## config.mk

```make
export PLATFORM = sky130hd
export DESIGN_NAME = wwrg_top
export DESIGN_NICKNAME = d
export VERILOG_FILES = /design/src/pkg/wwrg_pkg.sv /design/src/rtl/wwrg_top.sv
export SDC_FILE = /design/constraint.sdc
export NUM_CORES = 1
export LEC_CHECK = 0
export BUFFER_PORTS_ARGS = -buffer_cell sky130_fd_sc_hd__clkbuf_2
export CAP_MARGIN = 25
export CORE_ASPECT_RATIO = 0.9
export CORE_MARGIN = 10
export CORE_UTILIZATION = 65
export CTS_CLUSTER_DIAMETER = 60
export DETAILED_ROUTE_END_ITERATION = 12
export GPL_TIMING_DRIVEN = 0
export HOLD_SLACK_MARGIN = 0.12
export PLACE_DENSITY = 0.83
export SYNTH_ARGS = -nofsm -noshare
export SYNTH_HDL_FRONTEND = slang
export SYNTH_SLANG_ARGS = --single-unit
```

## constraint.sdc

```tcl
create_clock -name core_clk -period 3.2 [get_ports core_clk]
set_input_delay 0.48 -clock core_clk [delete_from_list [all_inputs] [get_ports core_clk]]
set_output_delay 0.48 -clock core_clk [all_outputs]
set_load 0.02 [all_outputs]
```

## src/pkg/wwrg_pkg.sv

```systemverilog
// wwrg_pkg: constants for the window watchdog and reset generator
// assumes a 200 MHz core_clk standing in for the oscillator clock
package wwrg_pkg;
  localparam int unsigned OSC_PER_TICK     = 100;  // oscillator periods per cycle_tick
  localparam int unsigned POWERUP_TICKS    = 64;   // reset hold after supply recovery
  localparam int unsigned CLOSED_TICKS     = 32;   // closed_window_time
  localparam int unsigned OPEN_TICKS       = 32;   // open_window_time
  localparam int unsigned FAULT_TICKS      = 64;   // reset start after closed window start
  localparam int unsigned WD_RESET_TICKS   = 64;   // watchdog reset duration
  localparam int unsigned CLK_PERIOD_PS    = 5000; // core_clk period
  localparam int unsigned FILTER_TIME_NS   = 100;  // reaction_filter_time, plain default
  localparam int unsigned FILTER_CYCLES    =
    (FILTER_TIME_NS * 1000 + CLK_PERIOD_PS - 1) / CLK_PERIOD_PS;
  localparam logic [6:0]  DIV_LAST         = 7'h63; // OSC_PER_TICK - 1
  localparam logic [6:0]  TICK_ZERO        = 7'h00;
  localparam logic [7:0]  FILT_ZERO        = 8'h00;
  localparam logic [7:0]  FILT_LAST        = 8'(FILTER_CYCLES);

  typedef enum logic [4:0] {
    WWRG_ST_POR     = 5'h01, // reset low, power-up delay running
    WWRG_ST_CLOSED  = 5'h02, // closed window
    WWRG_ST_OPEN    = 5'h04, // open window
    WWRG_ST_WAITRST = 5'h08, // fault seen, waiting for reset start
    WWRG_ST_WDRST   = 5'h10  // watchdog reset low
  } wwrg_state_type;
endpackage

```

## src/rtl/wwrg_top.sv

```systemverilog
// wwrg_top: window watchdog, power-on reset generator and system enable
// assumes supply_low_in and trigger_input come from outside core_clk's domain
//
// Function
// - one cycle_tick equals one hundred oscillator clock periods
// - after supply recovers hold reset_output low 64 ticks, then release high
// - supply dips shorter than reaction_filter_time are ignored; longer ones reset
// - every reset_output rise starts a 32 tick closed window
// - a trigger decoded inside the closed window is a pretrigger fault
// - open window follows closed one; ends on trigger or after 32 ticks
// - sample trigger each tick; high, high, low, low is a valid trigger
// - valid trigger in open window or power event starts new closed window
// - on fault pull reset low 64 ticks after window start, hold 64 ticks
// - trigger whose last low sample lands in open window is correct
// - with reset high, first correct trigger raises system enable
// - system enable drops at once on pretrigger, missing trigger, power-down
`timescale 1ns/1ps
module wwrg_top
  import wwrg_pkg::*;
(
  input  wire logic core_clk,
  input  wire logic reset_n,
  input  wire logic supply_low_in,
  input  wire logic trigger_input,
  output logic      reset_output_o,
  output logic      reset_output_oe,
  output logic      system_enable_output_o,
  output logic      system_enable_output_oe
);

  // three-stage synchronisers; stage 1 is read only by stage 2
  logic [2:0] sup_sync_reg, sup_sync_next;
  logic [2:0] trg_sync_reg, trg_sync_next;
  logic       sup_low_reg,  sup_low_next;
  logic       trg_lvl_reg,  trg_lvl_next;

  always_comb begin
    sup_sync_next = {sup_sync_reg[1:0], supply_low_in};
    trg_sync_next = {trg_sync_reg[1:0], trigger_input};
    sup_low_next  = (sup_sync_reg[1] == sup_sync_reg[2]) ? sup_sync_reg[2] : sup_low_reg;
    trg_lvl_next  = (trg_sync_reg[1] == trg_sync_reg[2]) ? trg_sync_reg[2] : trg_lvl_reg;
  end

  always_ff @(posedge core_clk or negedge reset_n) begin
    if (!reset_n) begin
      sup_sync_reg <= 3'h7;
      trg_sync_reg <= 3'h0;
      sup_low_reg  <= 1'b1;
      trg_lvl_reg  <= 1'b0;
    end else begin
      sup_sync_reg <= sup_sync_next;
      trg_sync_reg <= trg_sync_next;
      sup_low_reg  <= sup_low_next;
      trg_lvl_reg  <= trg_lvl_next;
    end
  end

  // tick divider and reaction filter on the supply indication
  logic [6:0] div_reg, div_next;
  logic       tick;
  logic [7:0] filt_reg, filt_next;
  logic       pdown_reg, pdown_next;

  assign tick = (div_reg == DIV_LAST);

  always_comb begin
    div_next   = tick ? TICK_ZERO : div_reg + 7'h01;
    filt_next  = FILT_ZERO;
    pdown_next = pdown_reg;
    if (sup_low_reg) begin
      // a short dip only counts, never acts
      filt_next = (filt_reg == FILT_LAST) ? filt_reg : filt_reg + 8'h01;
      if (filt_reg == FILT_LAST) begin
        pdown_next = 1'b1;
      end
    end else begin
      pdown_next = 1'b0;
    end
  end

  always_ff @(posedge core_clk or negedge reset_n) begin
    if (!reset_n) begin
      div_reg   <= TICK_ZERO;
      filt_reg  <= FILT_ZERO;
      pdown_reg <= 1'b1;
    end else begin
      div_reg   <= div_next;
      filt_reg  <= filt_next;
      pdown_reg <= pdown_next;
    end
  end

  // trigger sampler: last four tick samples, newest in bit 0
  logic [3:0] samp_reg, samp_next;
  logic       trig_valid;

  always_comb begin
    samp_next = samp_reg;
    if (pdown_reg) begin
      samp_next = 4'h0;
    end else if (tick) begin
      samp_next = {samp_reg[2:0], trg_lvl_reg};
    end
  end

  // high, high, low, low completes on the tick the last low is taken
  assign trig_valid = tick && !pdown_reg && (samp_reg[2:0] == 3'h6) && !trg_lvl_reg;

  always_ff @(posedge core_clk or negedge reset_n) begin
    if (!reset_n) begin
      samp_reg <= 4'h0;
    end else begin
      samp_reg <= samp_next;
    end
  end

  // window sequencer, reset output and system enable
  wwrg_state_type state_reg, state_next;
  logic [6:0]     cnt_reg, cnt_next;   // ticks in current phase
  logic [6:0]     since_reg, since_next; // ticks since closed window start
  logic           rst_out_reg, rst_out_next;
  logic           sen_reg, sen_next;

  always_comb begin
    state_next   = state_reg;
    cnt_next     = cnt_reg;
    since_next   = since_reg;
    rst_out_next = rst_out_reg;
    sen_next     = sen_reg;
    if (pdown_reg) begin
      // supply low: everything held, power-up delay rearmed
      state_next   = WWRG_ST_POR;
      cnt_next     = 7'h00;
      since_next   = 7'h00;
      rst_out_next = 1'b0;
      sen_next     = 1'b0;
    end else begin
      if (tick) begin
        cnt_next   = cnt_reg + 7'h01;
        since_next = since_reg + 7'h01;
      end
      case (state_reg)
        WWRG_ST_POR: begin
          if (tick && cnt_reg == 7'(POWERUP_TICKS - 1)) begin
            state_next   = WWRG_ST_CLOSED;
            rst_out_next = 1'b1;
            cnt_next     = 7'h00;
            since_next   = 7'h00;
          end
        end
        WWRG_ST_CLOSED: begin
          if (trig_valid && !(tick && cnt_reg == 7'(CLOSED_TICKS - 1))) begin
            // decoded wholly inside the closed window
            state_next = WWRG_ST_WAITRST;
            sen_next   = 1'b0;
          end else if (trig_valid) begin
            // last sample fell on the window boundary: correct trigger
            state_next = WWRG_ST_CLOSED;
            sen_next   = 1'b1;
            cnt_next   = 7'h00;
            since_next = 7'h00;
          end else if (tick && cnt_reg == 7'(CLOSED_TICKS - 1)) begin
            state_next = WWRG_ST_OPEN;
            cnt_next   = 7'h00;
          end
        end
        WWRG_ST_OPEN: begin
          if (trig_valid) begin
            state_next = WWRG_ST_CLOSED;
            sen_next   = 1'b1;
            cnt_next   = 7'h00;
            since_next = 7'h00;
          end else if (tick && cnt_reg == 7'(OPEN_TICKS - 1)) begin
            // missing trigger: window end coincides with reset start
            state_next   = WWRG_ST_WDRST;
            rst_out_next = 1'b0;
            sen_next     = 1'b0;
            cnt_next     = 7'h00;
          end
        end
        WWRG_ST_WAITRST: begin
          if (tick && since_reg == 7'(FAULT_TICKS - 1)) begin
            state_next   = WWRG_ST_WDRST;
            rst_out_next = 1'b0;
            cnt_next     = 7'h00;
          end
        end
        WWRG_ST_WDRST: begin
          if (tick && cnt_reg == 7'(WD_RESET_TICKS - 1)) begin
            state_next   = WWRG_ST_CLOSED;
            rst_out_next = 1'b1;
            cnt_next     = 7'h00;
            since_next   = 7'h00;
          end
        end
        default: begin
          state_next   = WWRG_ST_POR;
          rst_out_next = 1'b0;
          sen_next     = 1'b0;
          cnt_next     = 7'h00;
        end
      endcase
    end
  end

  always_ff @(posedge core_clk or negedge reset_n) begin
    if (!reset_n) begin
      state_reg   <= WWRG_ST_POR;
      cnt_reg     <= 7'h00;
      since_reg   <= 7'h00;
      rst_out_reg <= 1'b0;
      sen_reg     <= 1'b0;
    end else begin
      state_reg   <= state_next;
      cnt_reg     <= cnt_next;
      since_reg   <= since_next;
      rst_out_reg <= rst_out_next;
      sen_reg     <= sen_next;
    end
  end

  // open-drain pins: drive low only, pull-up lives outside
  assign reset_output_o          = 1'b0;
  assign reset_output_oe         = !rst_out_reg;
  assign system_enable_output_o  = 1'b0;
  assign system_enable_output_oe = !sen_reg;

endmodule

```

Word level (Yosys, flattened, before mapping)
Index checks and enable logic that the tools add are counted.

word-level totals
  input port bits = 4
  logic and storage cells = 100
  register bits = 48

cells by class
  $add $sub $neg = 4
  reduce and logical (&&, ||, !) cells = 18
  muxes and demuxes = 41
  eq/ne operators = 24

operators by type and width
  kind                   number
  $mux W7                13
  $mux W5                8
  $pmux W7 S4            1
  $add A7 B1 Y7 const B  3
  $pmux W7 S3            1
  $pmux W5 S4            1
  $mux W8                2
  $eq A7 B6 Y1 const B   2
  $mux W1                11
  $ne A3 B3 Y1 const B   3
  $add A8 B1 Y8 const B  1
  $eq A8 B5 Y1 const B   1
  $ne A4 B4 Y1 const B   2
  $eq A7 B5 Y1 const B   1
  $eq A7 B7 Y1 const B   1
  $logic_and A1 B1 Y1    7
  $mux W3                2
  $eq A5 B1 Y1 const B   1
  $eq A5 B2 Y1 const B   1
  $eq A5 B3 Y1 const B   1
  $eq A5 B4 Y1 const B   1
  $eq A5 B5 Y1 const B   1
  $logic_not A1 Y1       5
  $ne A5 B5 Y1 const B   1
  other kinds (13)       16

Longest topological paths before layout
Gate-level depths: netlist (run 1).

  word-level depth = 8
  mapped depth = 8
  mapped depth without buffers = 7

Least setup slack after synthesis (run 1)
OpenSTA, ideal clock, no wires.

  kind = flip-flop to flip-flop
  start point = register div_reg[0]
  end point = register state_reg[1]
  data required time = 3.075 ns
  library setup time = 0.125 ns
  slack = 1.217 ns
  period minus slack after synthesis = 1.983 ns
  data arrival time = 1.858 ns
  stages on the path, launching flop included = 7
  buffers on the path = 0
  cell sequence = dfrtp_1 ha_1 nand2_1 or4_4 a211o_1 o21ba_1 mux2_4

on the way
  longest elaborated chain between the ends = 8

ends and longest elaborated chain
  element                                                RTL line                          RTL
  start, declared                                        wwrg_top.sv:59                    logic [6:0] div_reg, div_next;
  start signal, assigned                                 wwrg_top.sv:87                    div_reg <= div_next;
  $eq A7 B7 Y1 (*)                                       wwrg_top.sv:64                    assign tick = (div_reg == DIV_LAST);
  $logic_and A1 B1 Y1 (3 in series)                      wwrg_top.sv:107                   assign trig_valid = tick && !pdown_reg && (samp_reg[2:0] == 3'h6) && !trg_lvl_reg;
  $mux W5 / $logic_and A1 B1 Y1 (equally long branches)  wwrg_top.sv:156, wwrg_top.sv:152
  $mux W5                                                wwrg_top.sv:152                   if (trig_valid && !(tick && cnt_reg == 7'(CLOSED_TICKS - 1))) begin
  $pmux W5 S4                                            wwrg_top.sv:142                   case (state_reg)
  $mux W5                                                wwrg_top.sv:130                   if (pdown_reg) begin
  end signal, assigned                                   wwrg_top.sv:214                   state_reg <= state_next;
  end, declared                                          wwrg_top.sv:118                   wwrg_state_type state_reg, state_next;

Every way passes the cells marked *; elsewhere a longest branch is shown, timed or not.
A chain may end at the register's enable or synchronous reset.

Final worst setup path (run 1)
  start point = register div_reg[0]
  end point = register cnt_reg[3]

on the way
  longest elaborated chain between the ends = 8

ends and longest elaborated chain
  element                                                RTL line                          RTL
  $eq A7 B7 Y1 (*)                                       wwrg_top.sv:64
  $logic_and A1 B1 Y1 (3 in series)                      wwrg_top.sv:107
  $mux W7 / $logic_and A1 B1 Y1 (equally long branches)  wwrg_top.sv:156, wwrg_top.sv:152
  $mux W7                                                wwrg_top.sv:152
  $pmux W7 S4 (*)                                        wwrg_top.sv:142
  $mux W7 (*)                                            wwrg_top.sv:130
  net cnt_next[3]                                        wwrg_top.sv:119                   logic [6:0] cnt_reg, cnt_next;
  end signal, assigned                                   wwrg_top.sv:215                   cnt_reg <= cnt_next;
  end, declared                                          wwrg_top.sv:119

The timed path passes the listed nets; every way through them passes the cells marked *.

==> impl_metrics.csv, run 1 <==
group,metric,value,unit
yosys,ys_types,45,
yosys,synth-edff-count,0,
sta,fin_ws,0.839,ns
placement,dp_hpwl,3.12,mm
yosys,seq_area_frac_synth,0.509,
sta,drv_slew,0,
yosys,synth_area_leaders,"dfrtp_1 (44%), dfstp_2 (6.6%), nor2_1 (4.9%)",
yosys,async_flop_share,1.00,
clock_network,clockBufferDepth,2,
die,row_count,20,
critical_path,worstSetupStartpointType,"register",
sta,finalCritPeriodShare,0.738,
detailed_routing,drc,0,
clock_network,cts_setup_buffers,0,
global_routing,antenna_found_initial,0,
critical_path,crit_fanout,10,
detailed_routing,postRouteAntennaNets,0,
sta,final.setup.tns,0,ns
clock_network,cts-resized-gates,0,
yosys,synth_top_area_frac,0.443,
clock_network,clock_latency,0.31,ns
die,die_y,77.3,µm
yosys,synth_seq_cells,48,
yosys,yosysTopAreaCell,"dfrtp_1",
critical_path,crit_path_top_delay_cell,"nor4_1",
outcome,outcome,"finished clean",
yosys,synthCells,242,
die,die_width,83.7,µm
sta,rsz0062_at_grt,"false",
placement,dp.cells,293,
layout,multi_input_comb_area,0.00110,mm²
clock_network,cts_tree,"built",
global_routing,grt_usage,0.135,
hold_path,hold_class,"in -> async",
layout,antennaDiodeCount,0,
yosys,avgSynthCellArea,9.81,µm²
global_routing,grt_max_degree,28,
detailed_routing,drt-wirelength-per-cell,14.3,µm
die,dieArea,0.00647,mm²
sta,finClkSkew,0.00866,ns
critical_path,crit_path_end_kind,"register",
yosys,synth_area,0.00237,mm²
placement,place.port_buffers,5,
clock_network,clock_sinks,48,
global_routing,grt_overflow,0,
layout,instances_no_fill,301,
layout,utilization,0.751,
clock_network,cts_made_buffers,5,
layout,final_nets,265,
die,initial_utilization,0.687,
critical_path,path_cells,"ha_1 > nand2_1 > nor4_1 > buf_2 > a21oi_1 > o21bai_1 > nor2_1",
pwr,leakagePower,0.00112,µW
global_routing,grt_pass1_wl,7.56,mm
pwr,powerDensity,431,mW/mm²
layout,area_growth,9.23,%
yosys,ys.flop_type,"dfrtp_1",
placement,place.gp.congestion,0.857,
placement,place_ws,0.846,ns
die,core_area,0.00345,mm²
critical_path,cp_slowest_stage_delay,0.54,ns
job,cap_violations,0,
critical_path,arrival,2.53,ns
die,io_pins,8,
detailed_routing,drt_first_iter_violations,182,
clock_network,clockRootBuffer,"clkbuf_8",
detailed_routing,dr_total_vias,1784,
critical_path,path_class,"reg -> reg",
sta,post-route-min-period,2.36,ns
clock_network,ctsHoldBuffers,0,
clock_network,htreeDepth,2,
layout,regArea,0.00121,mm²
sta,tightest_slew,0.694,ns
layout,layout-drive-gt1-share,0.121,
detailed_routing,drt_wl_total,4.30,mm
sta,max_freq,424,MHz
layout,fillers,233,
sta,relSlewSlack,0.533,
global_routing,first_global_vias,1649,
layout,largest_register_ffs,8,
pwr,irDropWorstVdd,460,µV
clock_network,clk_pin_slew,0.09,ns
yosys,yosysWarnings,0,
detailed_routing,vias_per_cell,5.93,
sta,holdWs,0.156,ns
sta,finalHoldViolCount,0,
critical_path,cp.required,3.37,ns
sta,setup_violations,0,
detailed_routing,first_pass_iters,4,
synthesized netlist by cell type, types with 2 or more instances:
cell       n
a21boi_0   2
a21oi_1   16
a221oi_1   2
a31oi_1    4
and2_1     4
and3_1     4
buf_2      3
buf_4      2
clkbuf_1   5
dfrtp_1   42
dfstp_2    6
ha_1       5
inv_1      6
maj3_1     2
mux2_4     2
mux2i_1    2
nand2_1   28
nand3_1   10
nand4_1    5
nor2_1    31
nor2b_1    2
nor3_1     5
nor4_1     4
o21a_1     2
o21ai_0    5
or3_1      3
or4_1      2
or4_4      2
xnor2_1   11
xor2_1    10
critical path: cells and delay by family (launching register included):
| kind | cells | cell delay, ns |
|---|---|---|
| AOI/OAI and AO/OA | 2 | 0.53 |
| adders and majority gates | 1 | 0.23 |
| buffers and inverters | 1 | 0.34 |
| DFF | 1 | 0.37 |
| and+or+nand+nor | 3 | 0.75 |
worst paths after layout:
path / start / to / slack [ns] / cells past startpoint
setup / recovery: div_reg[0] / cnt_reg[3] / 0.84 / 7
hold / removal: reset_n / since_reg[6] / 0.16 / 1
setup reg to reg: div_reg[0] / cnt_reg[3] / 0.84 / 7
hold reg to reg: trg_sync_reg[0] / trg_sync_reg[1] / 0.36 / 0
max in group asynchronous: reset_n / sup_sync_reg[0] / 2.44 / 2
min in group core_clk: supply_low_in / sup_sync_reg[0] / 0.24 / 1
layout by cell type, fill, tap and decap left out, types with 5 or more instances in the layout:
cell / n
clkbuf_1: 5
xnor2_1: 11
dfrtp_1: 42
nor3_1: 5
nand2_1: 28
o21ai_0: 5
a21oi_1: 16
nand3_1: 10
ha_1: 5
nand4_1: 5
dfstp_2: 6
nor2_1: 31
xor2_1: 10
clkbuf_8: 5
inv_1: 6
clkbuf_2: 5
through the flow:
stage                     power, µW  cell area (µm²)
after global routing           1160             2590
after global placement          683             2460
after detailed placement        688             2480
final                          1120             2590
after CTS                      1130             2590
after floorplan                 664             2380
layout make-up:
| cell class | count | area share |
|---|---|---|
| Buffer | 10 | 0.0188 |
| Clock buffer | 5 | 0.0265 |
| Clock inverter | 3 | 0.0179 |
| Inverter | 6 | 0.00869 |
| Multi-Input combinational cell | 179 | 0.423 |
| Sequential cell | 48 | 0.466 |
| Tap cell | 44 | 0.0212 |
| Timing Repair Buffer | 6 | 0.0174 |
per-layer routing:
metal | GRT usage | share of wire | up-vias
met5 | 0 | 0 | -
met4 | 0.0368 | 0.013 | 0
met3 | 0.0359 | 0.048 | 7
met2 | 0.204 | 0.46 | 42
met1 | 0.186 | 0.47 | 871
li1 | - | - | 864
power by group:
part	internal [µW]	switching, µW	leakage (µW)
Combinational	18.7	25.7	0.000444
Clock	235	206	0.0000548
Sequential	621	10.5	0.000624
cells by family after synthesis:
| family | after synthesis | share of synthesized area |
|---|---|---|
| AOI/OAI and AO/OA | 40 | 0.108 |
| xor gates and xnor gates | 21 | 0.0775 |
| DFF | 48 | 0.509 |
| other | 1 | 0.00158 |
| muxes | 4 | 0.0211 |
| adders and majority gates | 7 | 0.0348 |
| buffers and inverters | 16 | 0.0300 |
| and+or+nand+nor | 105 | 0.218 |
No activity file was read; power rests on OpenSTA's default activity.
==> run 2: changes to the inputs <==
Settings changed: CORE_UTILIZATION 65 to 61, PLACE_DENSITY 0.83 to 0.79.
Clock period 3.2 ns to 2.34 ns, I/O delays scaled along.
==> impl_metrics.csv, run 2 (same netlist as run 1, synthesis figures left out) <==
group,metric,value,unit
outcome,outcome,"finished clean",
clock_network,clk_pin_slew,0.08,ns
sta,setup_violations,0,
sta,drv_slew,0,
critical_path,crit_buf_inv,0,
clock_network,clockBufferDepth,2,
clock_network,cts_tree,"built",
global_routing,first_global_vias,1703,
layout,largest_register_ffs,8,
pwr,p_clk_frac,0.434,
critical_path,path_cells,"xnor2_1 > or4_1 > nor2_1 > a211o_1 > o21ba_1 > mux2_4",
detailed_routing,drt_wl_total,4.28,mm
layout,antennaDiodeCount,0,
die,die_width,85.8,µm
sta,post-route-min-period,2.17,ns
hold_path,hold_class,"in -> reg",
critical_path,crit_fanout,6,
layout,layout-drive-gt1-share,0.124,
global_routing,grt_usage,0.133,
clock_network,clockRootBuffer,"clkbuf_8",
die,dieArea,0.00679,mm²
layout,mostFrequentLayoutCells,"dfrtp_1 (42), nor2_1 (31), nand2_1 (28)",
detailed_routing,drc,0,
detailed_routing,dr_total_vias,1769,
layout,regArea,0.00121,mm²
critical_path,crit_family,"simple AND/OR/NAND/NOR gates",
pwr,power_switching,330,µW
detailed_routing,first_pass_iters,4,
die,io_pins,8,
placement,place.port_buffers,5,
sta,relSlewSlack,0.641,
detailed_routing,postRouteAntennaNets,0,
global_routing,antenna_found_initial,0,
die,die_y,79.2,µm
layout,multi_input_comb_area,0.00110,mm²
placement,place_ws,0.0416,ns
sta,rsz0062_at_grt,"true",
pwr,p_comb_frac,0.039,
pwr,powerDensity,619,mW/mm²
sta,tightest_slew,0.535,ns
detailed_routing,vias_per_cell,5.80,
clock_network,clock_sinks,48,
critical_path,path_class,"reg -> reg",
sta,finClkSkew,0.00913,ns
global_routing,grt_overflow,0,
clock_network,htreeDepth,2,
global_routing,grt_max_degree,32,
pwr,leakagePower,0.00115,µW
die,core_area,0.00373,mm²
pwr,seqPwrFrac,0.527,
critical_path,crit_path_end_kind,"register",
critical_path,cp_slowest_stage_delay,0.60,ns
layout,final_nets,267,
pwr,swShare,0.202,
critical_path,reg2reg_slack,0.17,ns
sta,max_freq,460,MHz
layout,fillers,286,
sta,finalCritPeriodShare,0.928,
die,initial_utilization,0.636,
global_routing,grt_pass1_wl,7.62,mm
pwr,power,1640,µW
detailed_routing,drt_first_iter_violations,129,
critical_path,cp.required,2.52,ns
critical_path,arrival,2.36,ns
pwr,irDropWorstVdd,587,µV
layout,area_growth,11.4,%
sta,finalHoldViolCount,0,
sta,fin_ws,0.167,ns
die,row_count,21,
clock_network,clock_latency,0.30,ns
critical_path,crit_path_top_delay_cell,"dfstp_2",
placement,dp_hpwl,2.97,mm
placement,place.gp.congestion,0.932,
detailed_routing,drt-wirelength-per-cell,14.0,µm
critical_path,worstSetupStartpointType,"register",
layout,final_common_cell,"dfrtp_1",
pwr,p_int,1310,µW
job,cap_violations,0,
clock_network,cts_made_buffers,5,
run 2: layer usage:
metal | GRT usage | vias up | part of all wire
met1 | 0.171 | 851 | 0.49
met4 | 0.0510 | 0 | 0.014
met2 | 0.211 | 40 | 0.45
met5 | 0 | - | 0
met3 | 0.0327 | 9 | 0.044
li1 | - | 869 | -
run 2: timing repair:
action	4_1_cts	5_1_grt
gates resized for setup	1	0
gates cloned	0	0
endpoints found under the setup margin	1	1
buffers inserted	0	0
hold buffers	1	1
endpoints found under the hold margin	14	1
run 2: stage by stage:
step                cells  TNS [ns]  hold slack [ns]  instance area [µm²]   util
floorplan             243         0           0.0554                 2380      -
global placement      294         0            0.334                 2460  0.659
detailed placement    295         0            0.314                 2480  0.665
CTS                   304         0            0.120                 2630  0.706
global route          305   -0.0228            0.143                 2640  0.709
finish                305         0            0.159                 2640  0.709
run 2: final timing paths:
path / to / startpoint / cells past startpoint
min in group asynchronous: since_reg[5] / reset_n / 2
max in group asynchronous: state_reg[0] / reset_n / 3
worst max register to register: state_reg[4] / state_reg[0] / 6
worst min-delay path: trg_sync_reg[0] / trigger_input / 1
worst max-delay path: state_reg[4] / state_reg[0] / 6
worst min register to register: trg_sync_reg[1] / trg_sync_reg[0] / 0
run 2: final cells by class:
cell class | instances | area share
inverter | 6 | 0.00852
timing repair buffer | 8 | 0.0246
buffer | 10 | 0.0185
clock buffer | 5 | 0.0260
sequential | 48 | 0.457
clock inverter | 3 | 0.0260
tap | 46 | 0.0218
multi-input combinational | 179 | 0.417
run 2: power by group through the flow:
stage | logic (µW) | registers [µW] | clock network, µW
floorplan | 33.5 | 875 | 0
global placement | 56.5 | 877 | 0
detailed placement | 62.3 | 878 | 0
CTS | 64.3 | 862 | 723
global route | 73.3 | 865 | 754
finish | 63.6 | 862 | 711
==> run 3: changes to the inputs <==
Settings changed: CTS_BUF_LIST from default to sky130_fd_sc_hd__clkbuf_16.
==> impl_metrics.csv, run 3 (same netlist as run 1, synthesis figures left out) <==
group,metric,value,unit
outcome,outcome,"finished clean",
layout,mostFrequentLayoutCells,"dfrtp_1 (42), nor2_1 (31), nand2_1 (28)",
sta,fin_ws,0.148,ns
sta,drv_slew,0,
global_routing,grt_pass1_wl,7.70,mm
clock_network,cts_made_buffers,5,
placement,dp.cells,295,
job,cap_violations,0,
sta,finClkSkew,0.00509,ns
hold_path,holdPathStages,1,
critical_path,path_class,"reg -> reg",
global_routing,grt_overflow,0,
global_routing,grt_usage,0.135,
placement,place_ws,0.0416,ns
sta,finalHoldViolCount,0,
placement,dp_hpwl,2.97,mm
pwr,power,1840,µW
die,dieArea,0.00679,mm²
global_routing,grt_max_degree,32,
die,die_width,85.8,µm
clock_network,clockBufferDepth,2,
die,core_area,0.00373,mm²
critical_path,crit_path_end_kind,"register",
critical_path,cp.required,2.51,ns
clock_network,clockRootBuffer,"clkbuf_16",
clock_network,clock_latency,0.28,ns
placement,place.gp.congestion,0.932,
detailed_routing,first_pass_iters,4,
layout,utilization,0.721,
layout,layout-drive-gt1-share,0.124,
die,io_pins,8,
layout,largest_register_ffs,8,
detailed_routing,drc,0,
detailed_routing,dr_total_vias,1753,
detailed_routing,drt_first_iter_violations,136,
clock_network,clk_pin_slew,0.06,ns
detailed_routing,postRouteAntennaNets,0,
placement,place.port_buffers,5,
global_routing,antenna_found_initial,0,
pwr,irDropWorstVdd,636,µV
layout,area_growth,13.3,%
layout,instances_no_fill,304,
sta,final.setup.tns,0,ns
pwr,leakagePower,0.00117,µW
clock_network,htreeDepth,2,
die,die_y,79.2,µm
critical_path,worstSetupStartpointType,"register",
die,row_count,21,
clock_network,clock_sinks,48,
global_routing,first_global_vias,1723,
die,initial_utilization,0.636,
layout,final_common_cell,"dfrtp_1",
sta,setup_violations,0,
layout,antennaDiodeCount,0,
clock_network,cts_tree,"built",
detailed_routing,vias_per_cell,5.77,
sta,post-route-min-period,2.19,ns
detailed_routing,drt-wirelength-per-cell,14.4,µm
critical_path,crit_fanout,6,
critical_path,arrival,2.36,ns
detailed_routing,drt_wl_total,4.37,mm
hold_path,hold_class,"in -> reg",
layout,final_nets,266,
sta,tightest_slew,0.534,ns
pwr,powerDensity,686,mW/mm²
sta,rsz0062_at_grt,"true",
sta,finalCritPeriodShare,0.937,
critical_path,r2r.worst_path.cells,6,
sta,max_freq,456,MHz
sta,relSlewSlack,0.642,
-- run 3: cell count changes in the layout (fill, tap and decap cells not counted) --
cell           before  now
clkbuf_8            5    0
dlygate4sd3_1       2    1
clkbuf_16           0    5
-- run 3: per-stage QoR --
| stage | hold WS [ns] | cell area [µm²] |
|---|---|---|
| finish | 0.144 | 2690 |
| detailed placement | 0.314 | 2480 |
| global placement | 0.334 | 2460 |
| floorplan | 0.0554 | 2380 |
| CTS | 0.141 | 2690 |
| global route | 0.143 | 2690 |
-- run 3: path summary, 6_finish.rpt --
| kind | startpoint | to | slack [ns] |
|---|---|---|---|
| max in group asynchronous | reset_n | state_reg[0] | 1.22 |
| worst min-delay path | supply_low_in | sup_sync_reg[0] | 0.14 |
| min in group asynchronous | reset_n | since_reg[5] | 0.54 |
| worst max register to register | state_reg[0] | state_reg[4] | 0.15 |
| worst min register to register | trg_sync_reg[0] | trg_sync_reg[1] | 0.35 |
| worst max-delay path | state_reg[0] | state_reg[4] | 0.15 |
-- run 3: timing repair --
action / 4_1_cts / 5_1_grt
hold buffers: 1 / 0
setup endpoints to repair: 4 / 1
gates resized for setup: 1 / 0
setup buffers: 0 / 0
endpoints found under the hold margin: 14 / 0
-- run 3: cell type report --
class	count	area, µm²
flip-flops and latches	48	1210
multi-input cells	179	1100
fillers	279	1040
clock buffers	5	125
clock inverters	3	68.8
well taps	46	57.6
repair buffers	7	55.1
plain buffers	10	48.8
inverters	6	22.5
-- run 3: power breakdown --
part           leakage [µW]  switching (µW)  internal [µW]  total, µW
registers          0.000624            13.6            850        863
clock network     0.0000944             303            616        919
logic              0.000449            35.5           26.9       62.3
-- run 3: critical path, cell delays in order, from the launching register on --
cell     delay (ns)
dfstp_2        0.59
xnor2_1        0.07
or4_1          0.51
nor2_1         0.17
a211o_1        0.18
o21ba_1        0.24
mux2_4         0.31
-- run 3: per-layer routing --
metal,track usage,routed length [µm],vias to the layer above
met3,0.0388,206,7
met2,0.216,2050,32
met1,0.169,2050,846
met4,0.0510,58,0
li1,-,-,868
met5,0,0,-
